<file path="src/logic/dec_pkg.sv">
// dec_pkg: register map, field positions, reset values and carrier types
// for the dma channel event/interrupt control block.
// assumes an AXI4-Lite register bus with 32-bit data and 12-bit addresses.
package dec_pkg;

    // ------------------------------------------------------------
    // register map
    // ------------------------------------------------------------
    localparam int ADDR_W = 12;
    localparam logic [ADDR_W-1:0] OFS_CTRL = 12'h000;
    localparam logic [ADDR_W-1:0] OFS_EVENT = 12'h004;
    localparam logic [ADDR_W-1:0] OFS_INT = 12'h008;

    typedef enum logic [1:0] {
        REG_CTRL = 2'b00,
        REG_EVENT = 2'b01,
        REG_INT = 2'b10,
        REG_NONE = 2'b11
    } dec_reg_t;

    localparam logic [1:0] RESP_OKAY = 2'b00;
    localparam logic [1:0] RESP_SLVERR = 2'b10;

    // ------------------------------------------------------------
    // channel_control fields
    // ------------------------------------------------------------
    localparam int CTRL_ACTIVE_BIT = 15;
    localparam int CTRL_DIR_BIT = 8;
    localparam int CTRL_ON_BIT = 7;
    localparam int CTRL_EVOFF_BIT = 6;
    localparam int CTRL_CHAIN_BIT = 5;
    localparam int CTRL_AUTO_BIT = 4;
    localparam int CTRL_SEEN_BIT = 2;
    localparam int CTRL_PRIO_LSB = 0;

    // ------------------------------------------------------------
    // channel_event_control fields
    // ------------------------------------------------------------
    localparam int EV_ASEL_LSB = 16;
    localparam int EV_SSEL_LSB = 8;
    localparam int EV_FORCE_BIT = 7;
    localparam int EV_ABORT_BIT = 6;
    localparam int EV_PATTERN_ABORT_ENABLE_BIT = 5;
    localparam int EV_SIE_BIT = 4;
    localparam int EV_AIE_BIT = 3;
    localparam logic [7:0] SEL_RESET = 8'hff;

    // ------------------------------------------------------------
    // channel_interrupt_control fields
    // ------------------------------------------------------------
    localparam int INT_IE_LSB = 16;
    localparam int INT_FLAG_LSB = 0;
    localparam int FL_SRC_DONE = 7;
    localparam int FL_SRC_HALF = 6;
    localparam int FL_DST_DONE = 5;
    localparam int FL_DST_HALF = 4;
    localparam int FL_BLOCK = 3;
    localparam int FL_CELL = 2;
    localparam int FL_ABORT = 1;
    localparam int FL_ADDR_ERR = 0;

    // ------------------------------------------------------------
    // carriers
    // ------------------------------------------------------------
    typedef struct packed {
        logic active;
        logic cell_done;
        logic pattern_hit;
        logic addr_error;
        logic [16:0] src_ptr;
        logic [15:0] src_size;
        logic [16:0] dst_ptr;
        logic [15:0] dst_size;
    } dec_prog_t;

    typedef struct packed {
        logic start;
        logic abort;
        logic channel_on;
        logic chain_allow;
        logic chain_dir;
        logic [1:0] priority_lvl;
    } dec_cmd_t;

endpackage : dec_pkg

</file>
<file path="src/logic/dec_channel_ctrl.sv">
// dec_channel_ctrl: control, event and interrupt logic of one dma channel.
// assumes irq_pulse carries one-cycle synchronous interrupt pulses and that
// the transfer engine reports pointers, sizes and events in prog.
//
// The AXI4-Lite slave port and the address map are this design's own decisions.
`timescale 1ns/10ps
`default_nettype none

module dec_channel_ctrl
    import dec_pkg::*;
(
    // clock and reset
    input wire logic aclk,
    input wire logic aresetn,
    // axi4-lite write address and data
    input wire logic [ADDR_W-1:0] s_axi_awaddr,
    input wire logic s_axi_awvalid,
    output logic s_axi_awready,
    input wire logic [31:0] s_axi_wdata,
    input wire logic [3:0] s_axi_wstrb,
    input wire logic s_axi_wvalid,
    output logic s_axi_wready,
    // axi4-lite write response
    output logic [1:0] s_axi_bresp,
    output logic s_axi_bvalid,
    input wire logic s_axi_bready,
    // axi4-lite read
    input wire logic [ADDR_W-1:0] s_axi_araddr,
    input wire logic s_axi_arvalid,
    output logic s_axi_arready,
    output logic [31:0] s_axi_rdata,
    output logic [1:0] s_axi_rresp,
    output logic s_axi_rvalid,
    input wire logic s_axi_rready,
    // system interrupt sources and transfer engine
    input wire logic [255:0] irq_pulse,
    input wire dec_prog_t prog,
    // commands to the transfer engine and interrupt out
    output var dec_cmd_t cmd,
    output logic irq
);

    // ------------------------------------------------------------
    // registers
    // ------------------------------------------------------------
    logic chan_on, evt_when_off, chain_allow, auto_reenable, event_seen, chain_dir;
    logic [1:0] channel_priority;
    logic [7:0] abort_irq_select, start_irq_select;
    logic pattern_abort_enable, start_irq_enable, abort_irq_enable;
    logic [7:0] ie, flag;
    logic pend_start;
    logic [4:0] cond_prev;

    // ------------------------------------------------------------
    // helpers
    // ------------------------------------------------------------
    function automatic dec_reg_t reg_index(input logic [ADDR_W-1:0] a);
        case (a)
            OFS_CTRL: reg_index = REG_CTRL;
            OFS_EVENT: reg_index = REG_EVENT;
            OFS_INT: reg_index = REG_INT;
            default: reg_index = REG_NONE;
        endcase
    endfunction : reg_index

    function automatic logic [31:0] merge(input logic [31:0] old, input logic [31:0] d,
                                          input logic [3:0] be);
        logic [31:0] m;
        m = old;
        for (int i = 0; i < 4; i++) begin
            if (be[i]) begin
                m[i*8 +: 8] = d[i*8 +: 8];
            end
        end
        merge = m;
    endfunction : merge

    // a programmed size of 0 means 65536 bytes
    function automatic logic [16:0] full_size(input logic [15:0] s);
        full_size = {s == 16'h0000, s};
    endfunction : full_size

    function automatic logic [31:0] read_word(input dec_reg_t idx);
        logic [31:0] w;
        w = 32'h0000_0000;
        case (idx)
            REG_CTRL: begin
                w[CTRL_ACTIVE_BIT] = prog.active;
                w[CTRL_DIR_BIT] = chain_dir;
                w[CTRL_ON_BIT] = chan_on;
                w[CTRL_EVOFF_BIT] = evt_when_off;
                w[CTRL_CHAIN_BIT] = chain_allow;
                w[CTRL_AUTO_BIT] = auto_reenable;
                w[CTRL_SEEN_BIT] = event_seen;
                w[CTRL_PRIO_LSB +: 2] = channel_priority;
            end
            REG_EVENT: begin
                w[EV_ASEL_LSB +: 8] = abort_irq_select;
                w[EV_SSEL_LSB +: 8] = start_irq_select;
                w[EV_PATTERN_ABORT_ENABLE_BIT] = pattern_abort_enable;
                w[EV_SIE_BIT] = start_irq_enable;
                w[EV_AIE_BIT] = abort_irq_enable;
            end
            REG_INT: begin
                w[INT_IE_LSB +: 8] = ie;
                w[INT_FLAG_LSB +: 8] = flag;
            end
            default: w = 32'h0000_0000;
        endcase
        read_word = w;
    endfunction : read_word

    // ------------------------------------------------------------
    // axi4-lite write path
    // ------------------------------------------------------------
    logic aw_held, w_held;
    logic [ADDR_W-1:0] aw_addr;
    logic [31:0] w_data;
    logic [3:0] w_strb;
    logic do_write;
    dec_reg_t wr_idx;
    logic [31:0] wr_word;
    logic wr_ctrl, wr_event, wr_int;

    assign do_write = aw_held && w_held && !s_axi_bvalid;
    assign wr_idx = reg_index(aw_addr);
    assign wr_word = merge(read_word(wr_idx), w_data, w_strb);
    assign wr_ctrl = do_write && (wr_idx == REG_CTRL);
    assign wr_event = do_write && (wr_idx == REG_EVENT);
    assign wr_int = do_write && (wr_idx == REG_INT);

    always_ff @(posedge aclk) begin
        if (!aresetn) begin
            aw_held <= 1'b0;
            aw_addr <= '0;
            s_axi_awready <= 1'b0;
        end else if (s_axi_awvalid && s_axi_awready) begin
            aw_held <= 1'b1;
            aw_addr <= s_axi_awaddr;
            s_axi_awready <= 1'b0;
        end else if (do_write) begin
            aw_held <= 1'b0;
            s_axi_awready <= 1'b1;
        end else if (!aw_held) begin
            s_axi_awready <= 1'b1;
        end
    end

    always_ff @(posedge aclk) begin
        if (!aresetn) begin
            w_held <= 1'b0;
            w_data <= 32'h0000_0000;
            w_strb <= 4'h0;
            s_axi_wready <= 1'b0;
        end else if (s_axi_wvalid && s_axi_wready) begin
            w_held <= 1'b1;
            w_data <= s_axi_wdata;
            w_strb <= s_axi_wstrb;
            s_axi_wready <= 1'b0;
        end else if (do_write) begin
            w_held <= 1'b0;
            s_axi_wready <= 1'b1;
        end else if (!w_held) begin
            s_axi_wready <= 1'b1;
        end
    end

    always_ff @(posedge aclk) begin
        if (!aresetn) begin
            s_axi_bvalid <= 1'b0;
            s_axi_bresp <= RESP_OKAY;
        end else if (do_write) begin
            s_axi_bvalid <= 1'b1;
            s_axi_bresp <= (wr_idx == REG_NONE) ? RESP_SLVERR : RESP_OKAY;
        end else if (s_axi_bready) begin
            s_axi_bvalid <= 1'b0;
        end
    end

    // ------------------------------------------------------------
    // axi4-lite read path
    // ------------------------------------------------------------
    dec_reg_t ar_idx;
    logic ar_event;

    assign ar_idx = reg_index(s_axi_araddr);
    assign ar_event = s_axi_arvalid && s_axi_arready && (ar_idx == REG_EVENT);

    always_ff @(posedge aclk) begin
        if (!aresetn) begin
            s_axi_arready <= 1'b0;
            s_axi_rvalid <= 1'b0;
            s_axi_rdata <= 32'h0000_0000;
            s_axi_rresp <= RESP_OKAY;
        end else if (s_axi_arvalid && s_axi_arready) begin
            s_axi_arready <= 1'b0;
            s_axi_rvalid <= 1'b1;
            s_axi_rdata <= read_word(ar_idx);
            s_axi_rresp <= (ar_idx == REG_NONE) ? RESP_SLVERR : RESP_OKAY;
        end else if (s_axi_rvalid && s_axi_rready) begin
            s_axi_rvalid <= 1'b0;
            s_axi_arready <= 1'b1;
        end else if (!s_axi_rvalid) begin
            s_axi_arready <= 1'b1;
        end
    end

    // ------------------------------------------------------------
    // event detection
    // ------------------------------------------------------------
    logic gate, irq_start, irq_abort, sw_force, sw_abort, pat_abort;
    logic start_now, abort_now, blk_evt;
    logic [16:0] ssz, dsz;
    logic [4:0] cond, rise;
    logic [7:0] flag_set;

    assign gate = chan_on || evt_when_off;
    assign irq_start = start_irq_enable && irq_pulse[start_irq_select] && gate;
    assign irq_abort = abort_irq_enable && irq_pulse[abort_irq_select] && gate;
    assign sw_force = wr_event && w_strb[0] && w_data[EV_FORCE_BIT];
    assign sw_abort = wr_event && w_strb[0] && w_data[EV_ABORT_BIT];
    assign pat_abort = prog.pattern_hit && pattern_abort_enable;
    // a start seen while off is held and issued once the channel is on
    assign start_now = sw_force || (chan_on && (irq_start || pend_start));
    assign abort_now = sw_abort || irq_abort || pat_abort;

    assign ssz = full_size(prog.src_size);
    assign dsz = full_size(prog.dst_size);
    // idle pointers would match a tiny size; only a running channel counts
    assign cond[4] = prog.active && (prog.src_ptr == ssz);
    assign cond[3] = prog.active && (prog.src_ptr == {1'b0, ssz[16:1]});
    assign cond[2] = prog.active && (prog.dst_ptr == dsz);
    assign cond[1] = prog.active && (prog.dst_ptr == {1'b0, dsz[16:1]});
    assign cond[0] = (ssz >= dsz) ? cond[4] : cond[2];
    assign rise = cond & ~cond_prev;
    assign blk_evt = rise[0];

    assign flag_set = {rise[4:1], blk_evt || pat_abort, prog.cell_done,
                       irq_abort || sw_abort, prog.addr_error};

    always_ff @(posedge aclk) begin
        if (!aresetn) begin
            cond_prev <= 5'h00;
        end else begin
            cond_prev <= cond;
        end
    end

    always_ff @(posedge aclk) begin
        if (!aresetn) begin
            pend_start <= 1'b0;
        end else if (irq_start && !chan_on) begin
            pend_start <= 1'b1;
        end else if (start_now || abort_now) begin
            pend_start <= 1'b0;
        end
    end

    // ------------------------------------------------------------
    // channel_control
    // ------------------------------------------------------------
    always_ff @(posedge aclk) begin
        if (!aresetn) begin
            chan_on <= 1'b0;
        end else if (wr_ctrl) begin
            chan_on <= wr_word[CTRL_ON_BIT];
        end else if (pat_abort || (blk_evt && !auto_reenable)) begin
            chan_on <= 1'b0;
        end
    end

    always_ff @(posedge aclk) begin
        if (!aresetn) begin
            evt_when_off <= 1'b0;
            chain_allow <= 1'b0;
            auto_reenable <= 1'b0;
            chain_dir <= 1'b0;
            channel_priority <= 2'h0;
        end else if (wr_ctrl) begin
            evt_when_off <= wr_word[CTRL_EVOFF_BIT];
            chain_allow <= wr_word[CTRL_CHAIN_BIT];
            auto_reenable <= wr_word[CTRL_AUTO_BIT];
            chain_dir <= wr_word[CTRL_DIR_BIT];
            channel_priority <= wr_word[CTRL_PRIO_LSB +: 2];
        end
    end

    // detection wins over the end-of-block clear in the same cycle
    always_ff @(posedge aclk) begin
        if (!aresetn) begin
            event_seen <= 1'b0;
        end else if (irq_start || irq_abort) begin
            event_seen <= 1'b1;
        end else if (blk_evt || abort_now) begin
            event_seen <= 1'b0;
        end
    end

    // ------------------------------------------------------------
    // channel_event_control
    // ------------------------------------------------------------
    always_ff @(posedge aclk) begin
        if (!aresetn) begin
            abort_irq_select <= SEL_RESET;
            start_irq_select <= SEL_RESET;
            pattern_abort_enable <= 1'b0;
            start_irq_enable <= 1'b0;
            abort_irq_enable <= 1'b0;
        end else if (wr_event) begin
            abort_irq_select <= wr_word[EV_ASEL_LSB +: 8];
            start_irq_select <= wr_word[EV_SSEL_LSB +: 8];
            pattern_abort_enable <= wr_word[EV_PATTERN_ABORT_ENABLE_BIT];
            start_irq_enable <= wr_word[EV_SIE_BIT];
            abort_irq_enable <= wr_word[EV_AIE_BIT];
        end
    end

    // ------------------------------------------------------------
    // channel_interrupt_control
    // ------------------------------------------------------------
    always_ff @(posedge aclk) begin
        if (!aresetn) begin
            ie <= 8'h00;
        end else if (wr_int) begin
            ie <= wr_word[INT_IE_LSB +: 8];
        end
    end

    for (genvar gi = 0; gi < 8; gi++) begin : g_flag
        always_ff @(posedge aclk) begin
            if (!aresetn) begin
                flag[gi] <= 1'b0;
            end else if (flag_set[gi]) begin
                flag[gi] <= 1'b1;
            end else if (wr_int) begin
                flag[gi] <= flag[gi] & wr_word[INT_FLAG_LSB + gi];
            end
        end
    end

    // ------------------------------------------------------------
    // outputs
    // ------------------------------------------------------------
    always_ff @(posedge aclk) begin
        if (!aresetn) begin
            cmd <= '0;
            irq <= 1'b0;
        end else begin
            cmd.start <= start_now;
            cmd.abort <= abort_now;
            cmd.channel_on <= chan_on;
            cmd.chain_allow <= chain_allow;
            cmd.chain_dir <= chain_allow && chain_dir;
            cmd.priority_lvl <= channel_priority;
            irq <= |(flag & ie);
        end
    end
endmodule : dec_channel_ctrl

`default_nettype wire

</file>
<file path="config.mk">
export PLATFORM = sky130hd
export DESIGN_NAME = dec_channel_ctrl
export DESIGN_NICKNAME = d
export VERILOG_FILES = /design/src/logic/dec_pkg.sv /design/src/logic/dec_channel_ctrl.sv
export SDC_FILE = /design/constraint.sdc
export NUM_CORES = 1
export LEC_CHECK = 0
export BUFFER_PORTS_ARGS = -buffer_cell sky130_fd_sc_hd__buf_4
export CAP_MARGIN = 20
export CORE_AREA = 5 5 167 169
export DETAILED_ROUTE_END_ITERATION = 6
export DIE_AREA = 0 0 172 174
export HOLD_SLACK_MARGIN = 0.1
export PLACE_DENSITY = 0.83
export SETUP_SLACK_MARGIN = 0.15
export SYNTH_ARGS = -nofsm -noshare
export SYNTH_HDL_FRONTEND = slang
export SYNTH_SLANG_ARGS = --single-unit
</file>
<file path="constraint.sdc">
create_clock -name aclk -period 2.5 [get_ports aclk]
set_input_delay 0.25 -clock aclk [delete_from_list [all_inputs] [get_ports aclk]]
set_output_delay 0.25 -clock aclk [all_outputs]
set_load 0.02 [all_outputs]
</file>
==> flow_results.xml, run 1 <==
<?xml version="1.0" encoding="UTF-8"?>
<metrics>
  <group name="clocking">
    <metric name="cts_tree" unit="">yes</metric>
    <metric name="cts_h_tree_lvls" unit="">4</metric>
    <metric name="tritoncts.num_buffers" unit="">17</metric>
    <metric name="cts_sinks" unit="">129</metric>
    <metric name="max-clock-path-buffers" unit="">2</metric>
    <metric name="clkLatencyLatePin" unit="ns">0.42</metric>
    <metric name="ctsRootBufferMaster" unit="">sky130_fd_sc_hd__clkbuf_16</metric>
    <metric name="clk_pin_slew_worst_paths" unit="ns">0.06</metric>
  </group>
  <group name="timing">
    <metric name="clock-skew-final" unit="ns">0.00614</metric>
    <metric name="finalCriticalPeriod" unit="ns">2.79</metric>
    <metric name="slew_violations" unit="">0</metric>
    <metric name="worstMarginPinSlew" unit="ns">1.11</metric>
    <metric name="setup_violations" unit="">21</metric>
    <metric name="final.period_utilization" unit="">1.11</metric>
    <metric name="timing.fmax" unit="MHz">359</metric>
    <metric name="grt_setup_unrepaired" unit="">true</metric>
    <metric name="relSlewSlack" unit="">0.250</metric>
    <metric name="finalHoldViolations" unit="">0</metric>
    <metric name="fin_ws" unit="ns">-0.287</metric>
  </group>
  <group name="finish">
    <metric name="final_cell_area" unit="µm²">17100</metric>
    <metric name="share_of_final_layout_standard_cells_stronger_than_drive_strength_1" unit="">0.478</metric>
    <metric name="instances_no_fill" unit="">2108</metric>
    <metric name="fillerInstances" unit="">2045</metric>
    <metric name="syn_to_final_growth" unit="%">56.7</metric>
    <metric name="fin_nets" unit="">2168</metric>
  </group>
  <group name="drt">
    <metric name="routed_wl" unit="µm">52100</metric>
    <metric name="drc" unit="">0</metric>
    <metric name="drt_iter0_markers" unit="">1439</metric>
    <metric name="count_of_tritonroute_iterations_in_the_first_routing_pass" unit="">7</metric>
    <metric name="final_antenna_net_count" unit="">0</metric>
    <metric name="route.layer.met1.wl" unit="µm">18500</metric>
    <metric name="wire_per_inst" unit="µm">24.7</metric>
    <metric name="viasPerCell" unit="">6.17</metric>
    <metric name="vias_post_dr" unit="">13014</metric>
    <metric name="routed-wl-met3" unit="µm">5590</metric>
    <metric name="highest-signal-layer" unit="">met4</metric>
    <metric name="wl_met2" unit="µm">25600</metric>
  </group>
  <group name="worst_setup_path">
    <metric name="worst-setup-path-type" unit="">reg -&gt; reg</metric>
    <metric name="critical_path.slowest_cell" unit="">sky130_fd_sc_hd__mux4_2</metric>
    <metric name="cp_slowest_stage_delay" unit="ns">0.50</metric>
    <metric name="crit_arrival" unit="ns">3.09</metric>
    <metric name="critical_path.max_fanout" unit="">6</metric>
    <metric name="critPathTopFamily" unit="">multiplexers</metric>
    <metric name="sequence_of_cells_on_the_critical_path" unit="">buf_12, buf_12, buf_8, mux4_2, mux4_2, a31oi_1, a311oi_2, a21bo_1, o31a_1</metric>
    <metric name="worst-path-buf-inv" unit="">3</metric>
    <metric name="cp.depth" unit="">9</metric>
    <metric name="timing.rr.end" unit="">cmd[6]$_SDFF_PN0_</metric>
    <metric name="setup.reg_to_reg.worst_slack" unit="ns">-0.29</metric>
    <metric name="r2r_cells" unit="">9</metric>
    <metric name="r2r_start" unit="">start_irq_select[0]$_SDFFE_PN1P_</metric>
    <metric name="worst_setup_path_start_kind" unit="">flip-flop</metric>
    <metric name="required" unit="ns">2.81</metric>
    <metric name="setup.worst_path.end_class" unit="">flip-flop</metric>
  </group>
  <group name="global_route">
    <metric name="grt_first_pass_wirelength" unit="µm">75800</metric>
    <metric name="grt_antenna_before_repair" unit="">2</metric>
    <metric name="grt_util_all_layers" unit="">0.325</metric>
    <metric name="grt_max_degree" unit="">60</metric>
    <metric name="gr-total-overflow" unit="">0</metric>
    <metric name="vias_in_the_first_global_route" unit="">13218</metric>
  </group>
  <group name="placement">
    <metric name="post-place-cells" unit="">2002</metric>
    <metric name="place.gp.congestion" unit="">1.01</metric>
    <metric name="postPlaceCellArea" unit="µm²">15400</metric>
    <metric name="worst_slack_at_placement" unit="ns">-0.389</metric>
    <metric name="place.detailed.hpwl" unit="µm">40700</metric>
    <metric name="numPortBuffers" unit="">422</metric>
  </group>
  <group name="synth">
    <metric name="synth_ff_type" unit="">sky130_fd_sc_hd__dfxtp_1</metric>
    <metric name="synthesis.yosys.warnings" unit="">0</metric>
    <metric name="number_of_enable_type_register_cells_in_the_synthesized_netlist" unit="">0</metric>
    <metric name="async_reset_ff_frac" unit="">0</metric>
    <metric name="synth_cells" unit="">1185</metric>
    <metric name="post-synth-top-area-cell" unit="">sky130_fd_sc_hd__dfxtp_1</metric>
    <metric name="yosys_cell_types" unit="">77</metric>
    <metric name="postSynthRegisterBits" unit="">129</metric>
    <metric name="synthTopCellsByCount" unit="">167 x sky130_fd_sc_hd__nand2_1, 129 x sky130_fd_sc_hd__dfxtp_1, 97 x sky130_fd_sc_hd__mux4_2, 63 x sky130_fd_sc_hd__a21oi_1, 58 x sky130_fd_sc_hd__nor2_1</metric>
    <metric name="ys_top_cells_by_area" unit="">sky130_fd_sc_hd__dfxtp_1 24%, sky130_fd_sc_hd__mux4_2 20%, sky130_fd_sc_hd__nand2_1 5.8%</metric>
    <metric name="synth_most_common_cell" unit="">sky130_fd_sc_hd__nand2_1</metric>
    <metric name="synth_seq_area_share" unit="">0.237</metric>
    <metric name="netlist_area" unit="µm²">10900</metric>
    <metric name="average_cell_area_after_synthesis" unit="µm²">9.19</metric>
    <metric name="proportion_of_netlist_area_held_by_the_largest_area_contributor" unit="">0.237</metric>
  </group>
  <group name="min_path">
    <metric name="min-delay-path-class" unit="">in -&gt; reg</metric>
    <metric name="startpoint_of_the_tightest_hold_check_path" unit="">s_axi_rready</metric>
    <metric name="min_delay_worst_endpoint" unit="">s_axi_rvalid$_SDFFE_PN0P_</metric>
    <metric name="hold_path_depth" unit="">3</metric>
  </group>
  <group name="floorplanning">
    <metric name="rows" unit="">60</metric>
    <metric name="floorplan.die_area" unit="µm²">29900</metric>
    <metric name="start_util" unit="">0.412</metric>
    <metric name="ios" unit="">442</metric>
    <metric name="core_area" unit="µm²">26400</metric>
    <metric name="die_width" unit="µm">172</metric>
    <metric name="die_h" unit="µm">174</metric>
  </group>
  <group name="flow_run">
    <metric name="max_cap_violations" unit="">0</metric>
  </group>
  <group name="power_and_ir_drop">
    <metric name="p_leak" unit="nW">7.38</metric>
    <metric name="power.density_cell_area" unit="nW/µm²">369</metric>
    <metric name="peakVddDrop" unit="mV">0.495</metric>
  </group>
  <group name="outcome">
    <metric name="run_status" unit="">finished with violations</metric>
    <metric name="violated_checks" unit="">setup timing</metric>
  </group>
</metrics>
==> state kept, by name (all words and copies together), names as in the netlist, 2 cells and up <==
name / cells
s_axi_rdata: 24
w_data: 24
aw_addr: 12
abort_irq_select: 8
flag: 8
ie: 8
start_irq_select: 8
cmd: 7
cond_prev: 5
w_strb: 3
channel_priority: 2
==> report_power, final <==
group,switching [mW],internal [mW]
registers,0.0448,2.10
clock network,0.935,1.58
logic,0.701,0.945
==> cell type report <==
cell class / instances / area [µm²] / share of cell area
Clock inverter: 11 / 126 / 0.00741
Clock buffer: 21 / 480 / 0.0282
Inverter: 34 / 130 / 0.00763
Timing Repair Buffer: 641 / 5240 / 0.307
Sequential cell: 129 / 2600 / 0.152
Antenna cell: 2 / 5.00 / 0.000293
Tap cell: 341 / 427 / 0.0250
Multi-Input combinational cell: 929 / 8050 / 0.472
==> stage by stage <==
step	TNS (ns)	hold slack, ns	util	total power, mW
final	-2.98	0.129	0.646	6.30
after global routing	-6.32	0.123	0.646	6.51
after CTS	-0.762	0.107	0.633	6.19
after detailed placement	-2.49	0.446	0.582	3.60
after global placement	-2.05	0.439	0.582	3.58
after floorplan	0	0.367	-	2.75
==> logic make-up (layout without fill, tap and decap cells) <==
logic type | count (synthesis) | count (layout) | synth area share
multiplexers | 157 | 157 | 0.269
AO/OA/AOI/OAI | 285 | 285 | 0.181
adder cells (fa/ha/maj) | 23 | 23 | 0.0264
AND/OR/NAND/NOR | 387 | 388 | 0.172
buffers and inverters | 137 | 707 | 0.0608
other | 1 | 12 | 0.000344
flip-flops | 129 | 129 | 0.237
XOR/XNOR | 66 | 66 | 0.0531
==> worst min-delay path, delay by kind of cell <==
family,cells,cell delay [ns]
buffers and inverters,1,0.07
AND/OR/NAND/NOR,1,0.11
AO/OA/AOI/OAI,1,0.07
==> cell usage in the layout, fill, tap and decap left out, types with 13 or more instances in the layout <==
cell / synthesis / routed
sky130_fd_sc_hd__buf_4: 15 / 565
sky130_fd_sc_hd__nand2_1: 167 / 163
sky130_fd_sc_hd__dfxtp_1: 129 / 121
sky130_fd_sc_hd__mux4_2: 97 / 102
sky130_fd_sc_hd__a21oi_1: 63 / 61
sky130_fd_sc_hd__nor2_1: 58 / 52
sky130_fd_sc_hd__dlygate4sd3_1: 0 / 41
sky130_fd_sc_hd__xor2_1: 40 / 40
sky130_fd_sc_hd__a22oi_1: 45 / 34
sky130_fd_sc_hd__inv_1: 32 / 31
sky130_fd_sc_hd__xnor2_1: 26 / 26
sky130_fd_sc_hd__nor4_1: 30 / 25
sky130_fd_sc_hd__mux2i_1: 26 / 25
sky130_fd_sc_hd__o21ai_0: 30 / 24
sky130_fd_sc_hd__mux2_2: 24 / 24
sky130_fd_sc_hd__nor2b_1: 24 / 23
sky130_fd_sc_hd__a22o_1: 22 / 22
sky130_fd_sc_hd__nor3_1: 22 / 20
sky130_fd_sc_hd__o22ai_1: 21 / 20
sky130_fd_sc_hd__ha_1: 23 / 20
sky130_fd_sc_hd__nand4_1: 18 / 18
sky130_fd_sc_hd__clkbuf_16: 0 / 18
sky130_fd_sc_hd__buf_12: 1 / 17
sky130_fd_sc_hd__a211oi_1: 28 / 16
sky130_fd_sc_hd__o211ai_1: 16 / 16
sky130_fd_sc_hd__nand2b_1: 13 / 13
sky130_fd_sc_hd__buf_6: 6 / 13
==> how the worst max path moves through the flow <==
stage,slack [ns],endpoint,from
global placement,-0.38,pend_start$_SDFFE_PN0P_,abort_irq_select[0]$_SDFFE_PN1P_
detailed placement,-0.39,pend_start$_SDFFE_PN0P_,abort_irq_select[0]$_SDFFE_PN1P_
global route,-0.34,pattern_abort_enable$_SDFFE_PN0P_,aw_addr[0]$_SDFFE_PN0P_
floorplan,0.04,pend_start$_SDFFE_PN0P_,abort_irq_select[0]$_SDFFE_PN1P_
CTS,-0.22,cmd[6]$_SDFF_PN0_,start_irq_select[0]$_SDFFE_PN1P_
finish,-0.29,cmd[6]$_SDFF_PN0_,start_irq_select[0]$_SDFFE_PN1P_
==> per-layer routing <==
metal  track usage  vias to the layer above
met3        0.0669                      182
met1         0.393                     6198
li1              -                     5661
met5             0                        -
met4         0.131                        0
met2         0.559                      973
==> what timing repair did <==
| action | in CTS | in global routing |
|---|---|---|
| hold buffers | 41 | 0 |
| pin swaps | 33 | 38 |
| endpoints found under the hold margin | 41 | 0 |
| endpoints found under the setup margin | 45 | 46 |
| setup buffers | 14 | 15 |
| resized for setup | 55 | 51 |
| gates cloned | 1 | 1 |
(Power assumes the default switching activity.)
==> inputs of run 2 (changes only) <==
==> config.mk (replaced) <==
export PLATFORM = sky130hd
export DESIGN_NAME = dec_channel_ctrl
export DESIGN_NICKNAME = d
export VERILOG_FILES = /design/src/logic/dec_pkg.sv /design/src/logic/dec_channel_ctrl.sv
export SDC_FILE = /design/constraint.sdc
export NUM_CORES = 1
export LEC_CHECK = 0
export CAP_MARGIN = 10
export CORE_AREA = 5 5 169 171
export DETAILED_ROUTE_END_ITERATION = 6
export DIE_AREA = 0 0 174 176
export DONT_BUFFER_PORTS = 1
export HOLD_SLACK_MARGIN = 0.1
export PLACE_DENSITY = 0.67
export SETUP_SLACK_MARGIN = 0.15
export SKIP_LAST_GASP = 1
export SYNTH_ARGS = -nofsm -noshare
export SYNTH_HDL_FRONTEND = slang
export SYNTH_SLANG_ARGS = --single-unit
==> flow_results.xml, run 2 (synthesized netlist as in run 1, its figures left out) <==
<?xml version="1.0" encoding="UTF-8"?>
<metrics>
  <group name="clocking">
    <metric name="clk_pin_slew_worst_paths" unit="ns">0.06</metric>
    <metric name="cts_tree" unit="">yes</metric>
    <metric name="cts_h_tree_lvls" unit="">4</metric>
    <metric name="ctsRootBufferMaster" unit="">sky130_fd_sc_hd__clkbuf_16</metric>
    <metric name="tritoncts.num_buffers" unit="">17</metric>
    <metric name="cts_sinks" unit="">129</metric>
    <metric name="clkLatencyLatePin" unit="ns">0.41</metric>
    <metric name="max-clock-path-buffers" unit="">2</metric>
  </group>
  <group name="drt">
    <metric name="final_antenna_net_count" unit="">0</metric>
    <metric name="routed_wl" unit="µm">46300</metric>
    <metric name="drc" unit="">0</metric>
    <metric name="vias_post_dr" unit="">10935</metric>
    <metric name="wire_per_inst" unit="µm">27.7</metric>
    <metric name="drt_iter0_markers" unit="">1142</metric>
    <metric name="count_of_tritonroute_iterations_in_the_first_routing_pass" unit="">5</metric>
    <metric name="viasPerCell" unit="">6.54</metric>
  </group>
  <group name="worst_setup_path">
    <metric name="worst_setup_path_start_kind" unit="">flip-flop</metric>
    <metric name="critical_path.max_fanout" unit="">6</metric>
    <metric name="setup.worst_path.end_class" unit="">flip-flop</metric>
    <metric name="path_common_cell" unit="">sky130_fd_sc_hd__buf_4</metric>
    <metric name="required" unit="ns">2.80</metric>
    <metric name="crit_arrival" unit="ns">3.02</metric>
    <metric name="critical_path.slowest_cell" unit="">sky130_fd_sc_hd__mux4_2</metric>
    <metric name="sequence_of_cells_on_the_critical_path" unit="">buf_4, buf_4, mux4_2, mux2i_1, a221oi_1, o211ai_1, buf_4, a221oi_2, a21oi_1, a21bo_2, o31a_1</metric>
    <metric name="cp_slowest_stage_delay" unit="ns">0.50</metric>
    <metric name="worst-setup-path-type" unit="">reg -&gt; reg</metric>
  </group>
  <group name="timing">
    <metric name="timing.fmax" unit="MHz">367</metric>
    <metric name="finalCriticalPeriod" unit="ns">2.72</metric>
    <metric name="slew_violations" unit="">0</metric>
    <metric name="grt_setup_unrepaired" unit="">true</metric>
    <metric name="relSlewSlack" unit="">0.268</metric>
    <metric name="fin_ws" unit="ns">-0.224</metric>
    <metric name="final.period_utilization" unit="">1.09</metric>
    <metric name="clock-skew-final" unit="ns">0.00688</metric>
    <metric name="setup_violations" unit="">13</metric>
    <metric name="worstMarginPinSlew" unit="ns">1.09</metric>
    <metric name="hold_ws" unit="ns">0.130</metric>
    <metric name="finalHoldViolations" unit="">0</metric>
  </group>
  <group name="global_route">
    <metric name="vias_in_the_first_global_route" unit="">11067</metric>
    <metric name="grt_first_pass_wirelength" unit="µm">67700</metric>
    <metric name="grt_antenna_before_repair" unit="">1</metric>
    <metric name="grt_max_degree" unit="">56</metric>
    <metric name="grt_util_all_layers" unit="">0.284</metric>
    <metric name="gr-total-overflow" unit="">0</metric>
  </group>
  <group name="floorplanning">
    <metric name="start_util" unit="">0.407</metric>
    <metric name="die_h" unit="µm">176</metric>
    <metric name="floorplan.die_area" unit="µm²">30600</metric>
    <metric name="die_width" unit="µm">174</metric>
    <metric name="ios" unit="">442</metric>
    <metric name="rows" unit="">60</metric>
    <metric name="core_area" unit="µm²">26700</metric>
  </group>
  <group name="finish">
    <metric name="final_cell_area" unit="µm²">14000</metric>
    <metric name="share_of_final_layout_standard_cells_stronger_than_drive_strength_1" unit="">0.301</metric>
    <metric name="instances_no_fill" unit="">1672</metric>
    <metric name="sequential_cell_area" unit="µm²">2600</metric>
    <metric name="fillerInstances" unit="">2383</metric>
    <metric name="fin_nets" unit="">1733</metric>
    <metric name="biggestRegsByFlops" unit="">s_axi_rdata x24, w_data x24, aw_addr x12</metric>
    <metric name="multiInputGateArea" unit="µm²">8130</metric>
    <metric name="syn_to_final_growth" unit="%">28.5</metric>
    <metric name="layout.cells.most_common_list" unit="">161 x sky130_fd_sc_hd__nand2_1, 122 x sky130_fd_sc_hd__dfxtp_1, 114 x sky130_fd_sc_hd__buf_4</metric>
    <metric name="most_common_library_cell_in_the_layout_ignoring_fill_and_taps" unit="">sky130_fd_sc_hd__nand2_1</metric>
  </group>
  <group name="outcome">
    <metric name="violated_checks" unit="">setup timing</metric>
    <metric name="run_status" unit="">finished with violations</metric>
  </group>
  <group name="power_and_ir_drop">
    <metric name="p_leak" unit="nW">5.32</metric>
    <metric name="peakVddDrop" unit="mV">0.421</metric>
    <metric name="power.density_cell_area" unit="nW/µm²">396</metric>
    <metric name="totalPowerFinal" unit="mW">5.54</metric>
  </group>
  <group name="min_path">
    <metric name="min-delay-path-class" unit="">in -&gt; reg</metric>
  </group>
  <group name="placement">
    <metric name="postPlaceCellArea" unit="µm²">12000</metric>
    <metric name="numPortBuffers" unit="">0</metric>
    <metric name="place.gp.congestion" unit="">1.01</metric>
    <metric name="post-place-cells" unit="">1554</metric>
    <metric name="place.detailed.hpwl" unit="µm">36600</metric>
  </group>
  <group name="flow_run">
    <metric name="max_cap_violations" unit="">0</metric>
  </group>
</metrics>
-- run 2: cell count changes in the layout (fill, tap and decap cells not counted), moves of 3 or more --
cell	before	now
sky130_fd_sc_hd__a22oi_1	34	31
sky130_fd_sc_hd__a22oi_2	11	14
sky130_fd_sc_hd__clkinvlp_4	1	4
sky130_fd_sc_hd__dlygate4sd3_1	41	53
sky130_fd_sc_hd__clkbuf_8	4	1
sky130_fd_sc_hd__buf_4	565	114
-- run 2: path summary, 6_finish.rpt --
path,to,from,slack (ns),cells past startpoint
setup reg to reg,event_seen$_SDFFE_PN0P_,start_irq_select[0]$_SDFFE_PN1P_,-0.22,11
hold reg to reg,flag[4]$_SDFFE_PN0P_,cond_prev[1]$_SDFF_PN0_,0.45,2
setup / recovery,event_seen$_SDFFE_PN0P_,start_irq_select[0]$_SDFFE_PN1P_,-0.22,11
hold / removal,s_axi_rdata[1]$_SDFFE_PN0P_,aresetn,0.13,2
-- run 2: metrics by stage --
stage,utilization,setup TNS (ns),worst slack (ns)
floorplan,-,0,0.0427
global placement,0.449,-1.85,-0.415
detailed placement,0.449,-1.65,-0.370
CTS,0.507,-0.674,-0.201
global route,0.523,-4.95,-0.326
finish,0.523,-1.16,-0.224
-- run 2: area by class of cell --
| class | count | area share |
|---|---|---|
| inverters | 34 | 0.0100 |
| diodes | 1 | 0.000179 |
| flip-flops and latches | 129 | 0.186 |
| repair buffers | 206 | 0.149 |
| well taps | 341 | 0.0305 |
| clock buffers | 19 | 0.0317 |
| multi-input cells | 929 | 0.581 |
| clock inverters | 13 | 0.0115 |
-- run 2: critical path, delay by kind of cell, from the launching register on --
| family | cells | cell delay, ns |
|---|---|---|
| compound gates | 6 | 1.08 |
| mux | 2 | 0.65 |
| buf+inv | 3 | 0.46 |
| flops | 1 | 0.43 |
-- run 2: where the power goes --
part / total (mW) / internal (mW) / leakage (nW) / switching, mW
clock: 2.51 / 1.59 / 0.285 / 0.912
combinational: 0.884 / 0.494 / 3.99 / 0.390
sequential: 2.15 / 2.10 / 1.05 / 0.0509
total: 5.54 / 4.19 / 5.32 / 1.35
-- run 2: what timing repair did --
item                                    4_1_cts  5_1_grt
cloned                                        3        2
endpoints found under the setup margin       45       46
buffers inserted                             14       13
hold buffers                                 53        0
resized for setup                            59       59
pin swaps                                    36       46
hold endpoints to repair                     74        0
-- run 2: routing by layer --
layer  GRT usage  vias up  wire length (µm)
li1            -     4788                 -
met1       0.325     5285             16500
met2       0.483      713             22200
met3      0.0991      149              5290
met4       0.123        0              2300
met5           0        -                 0
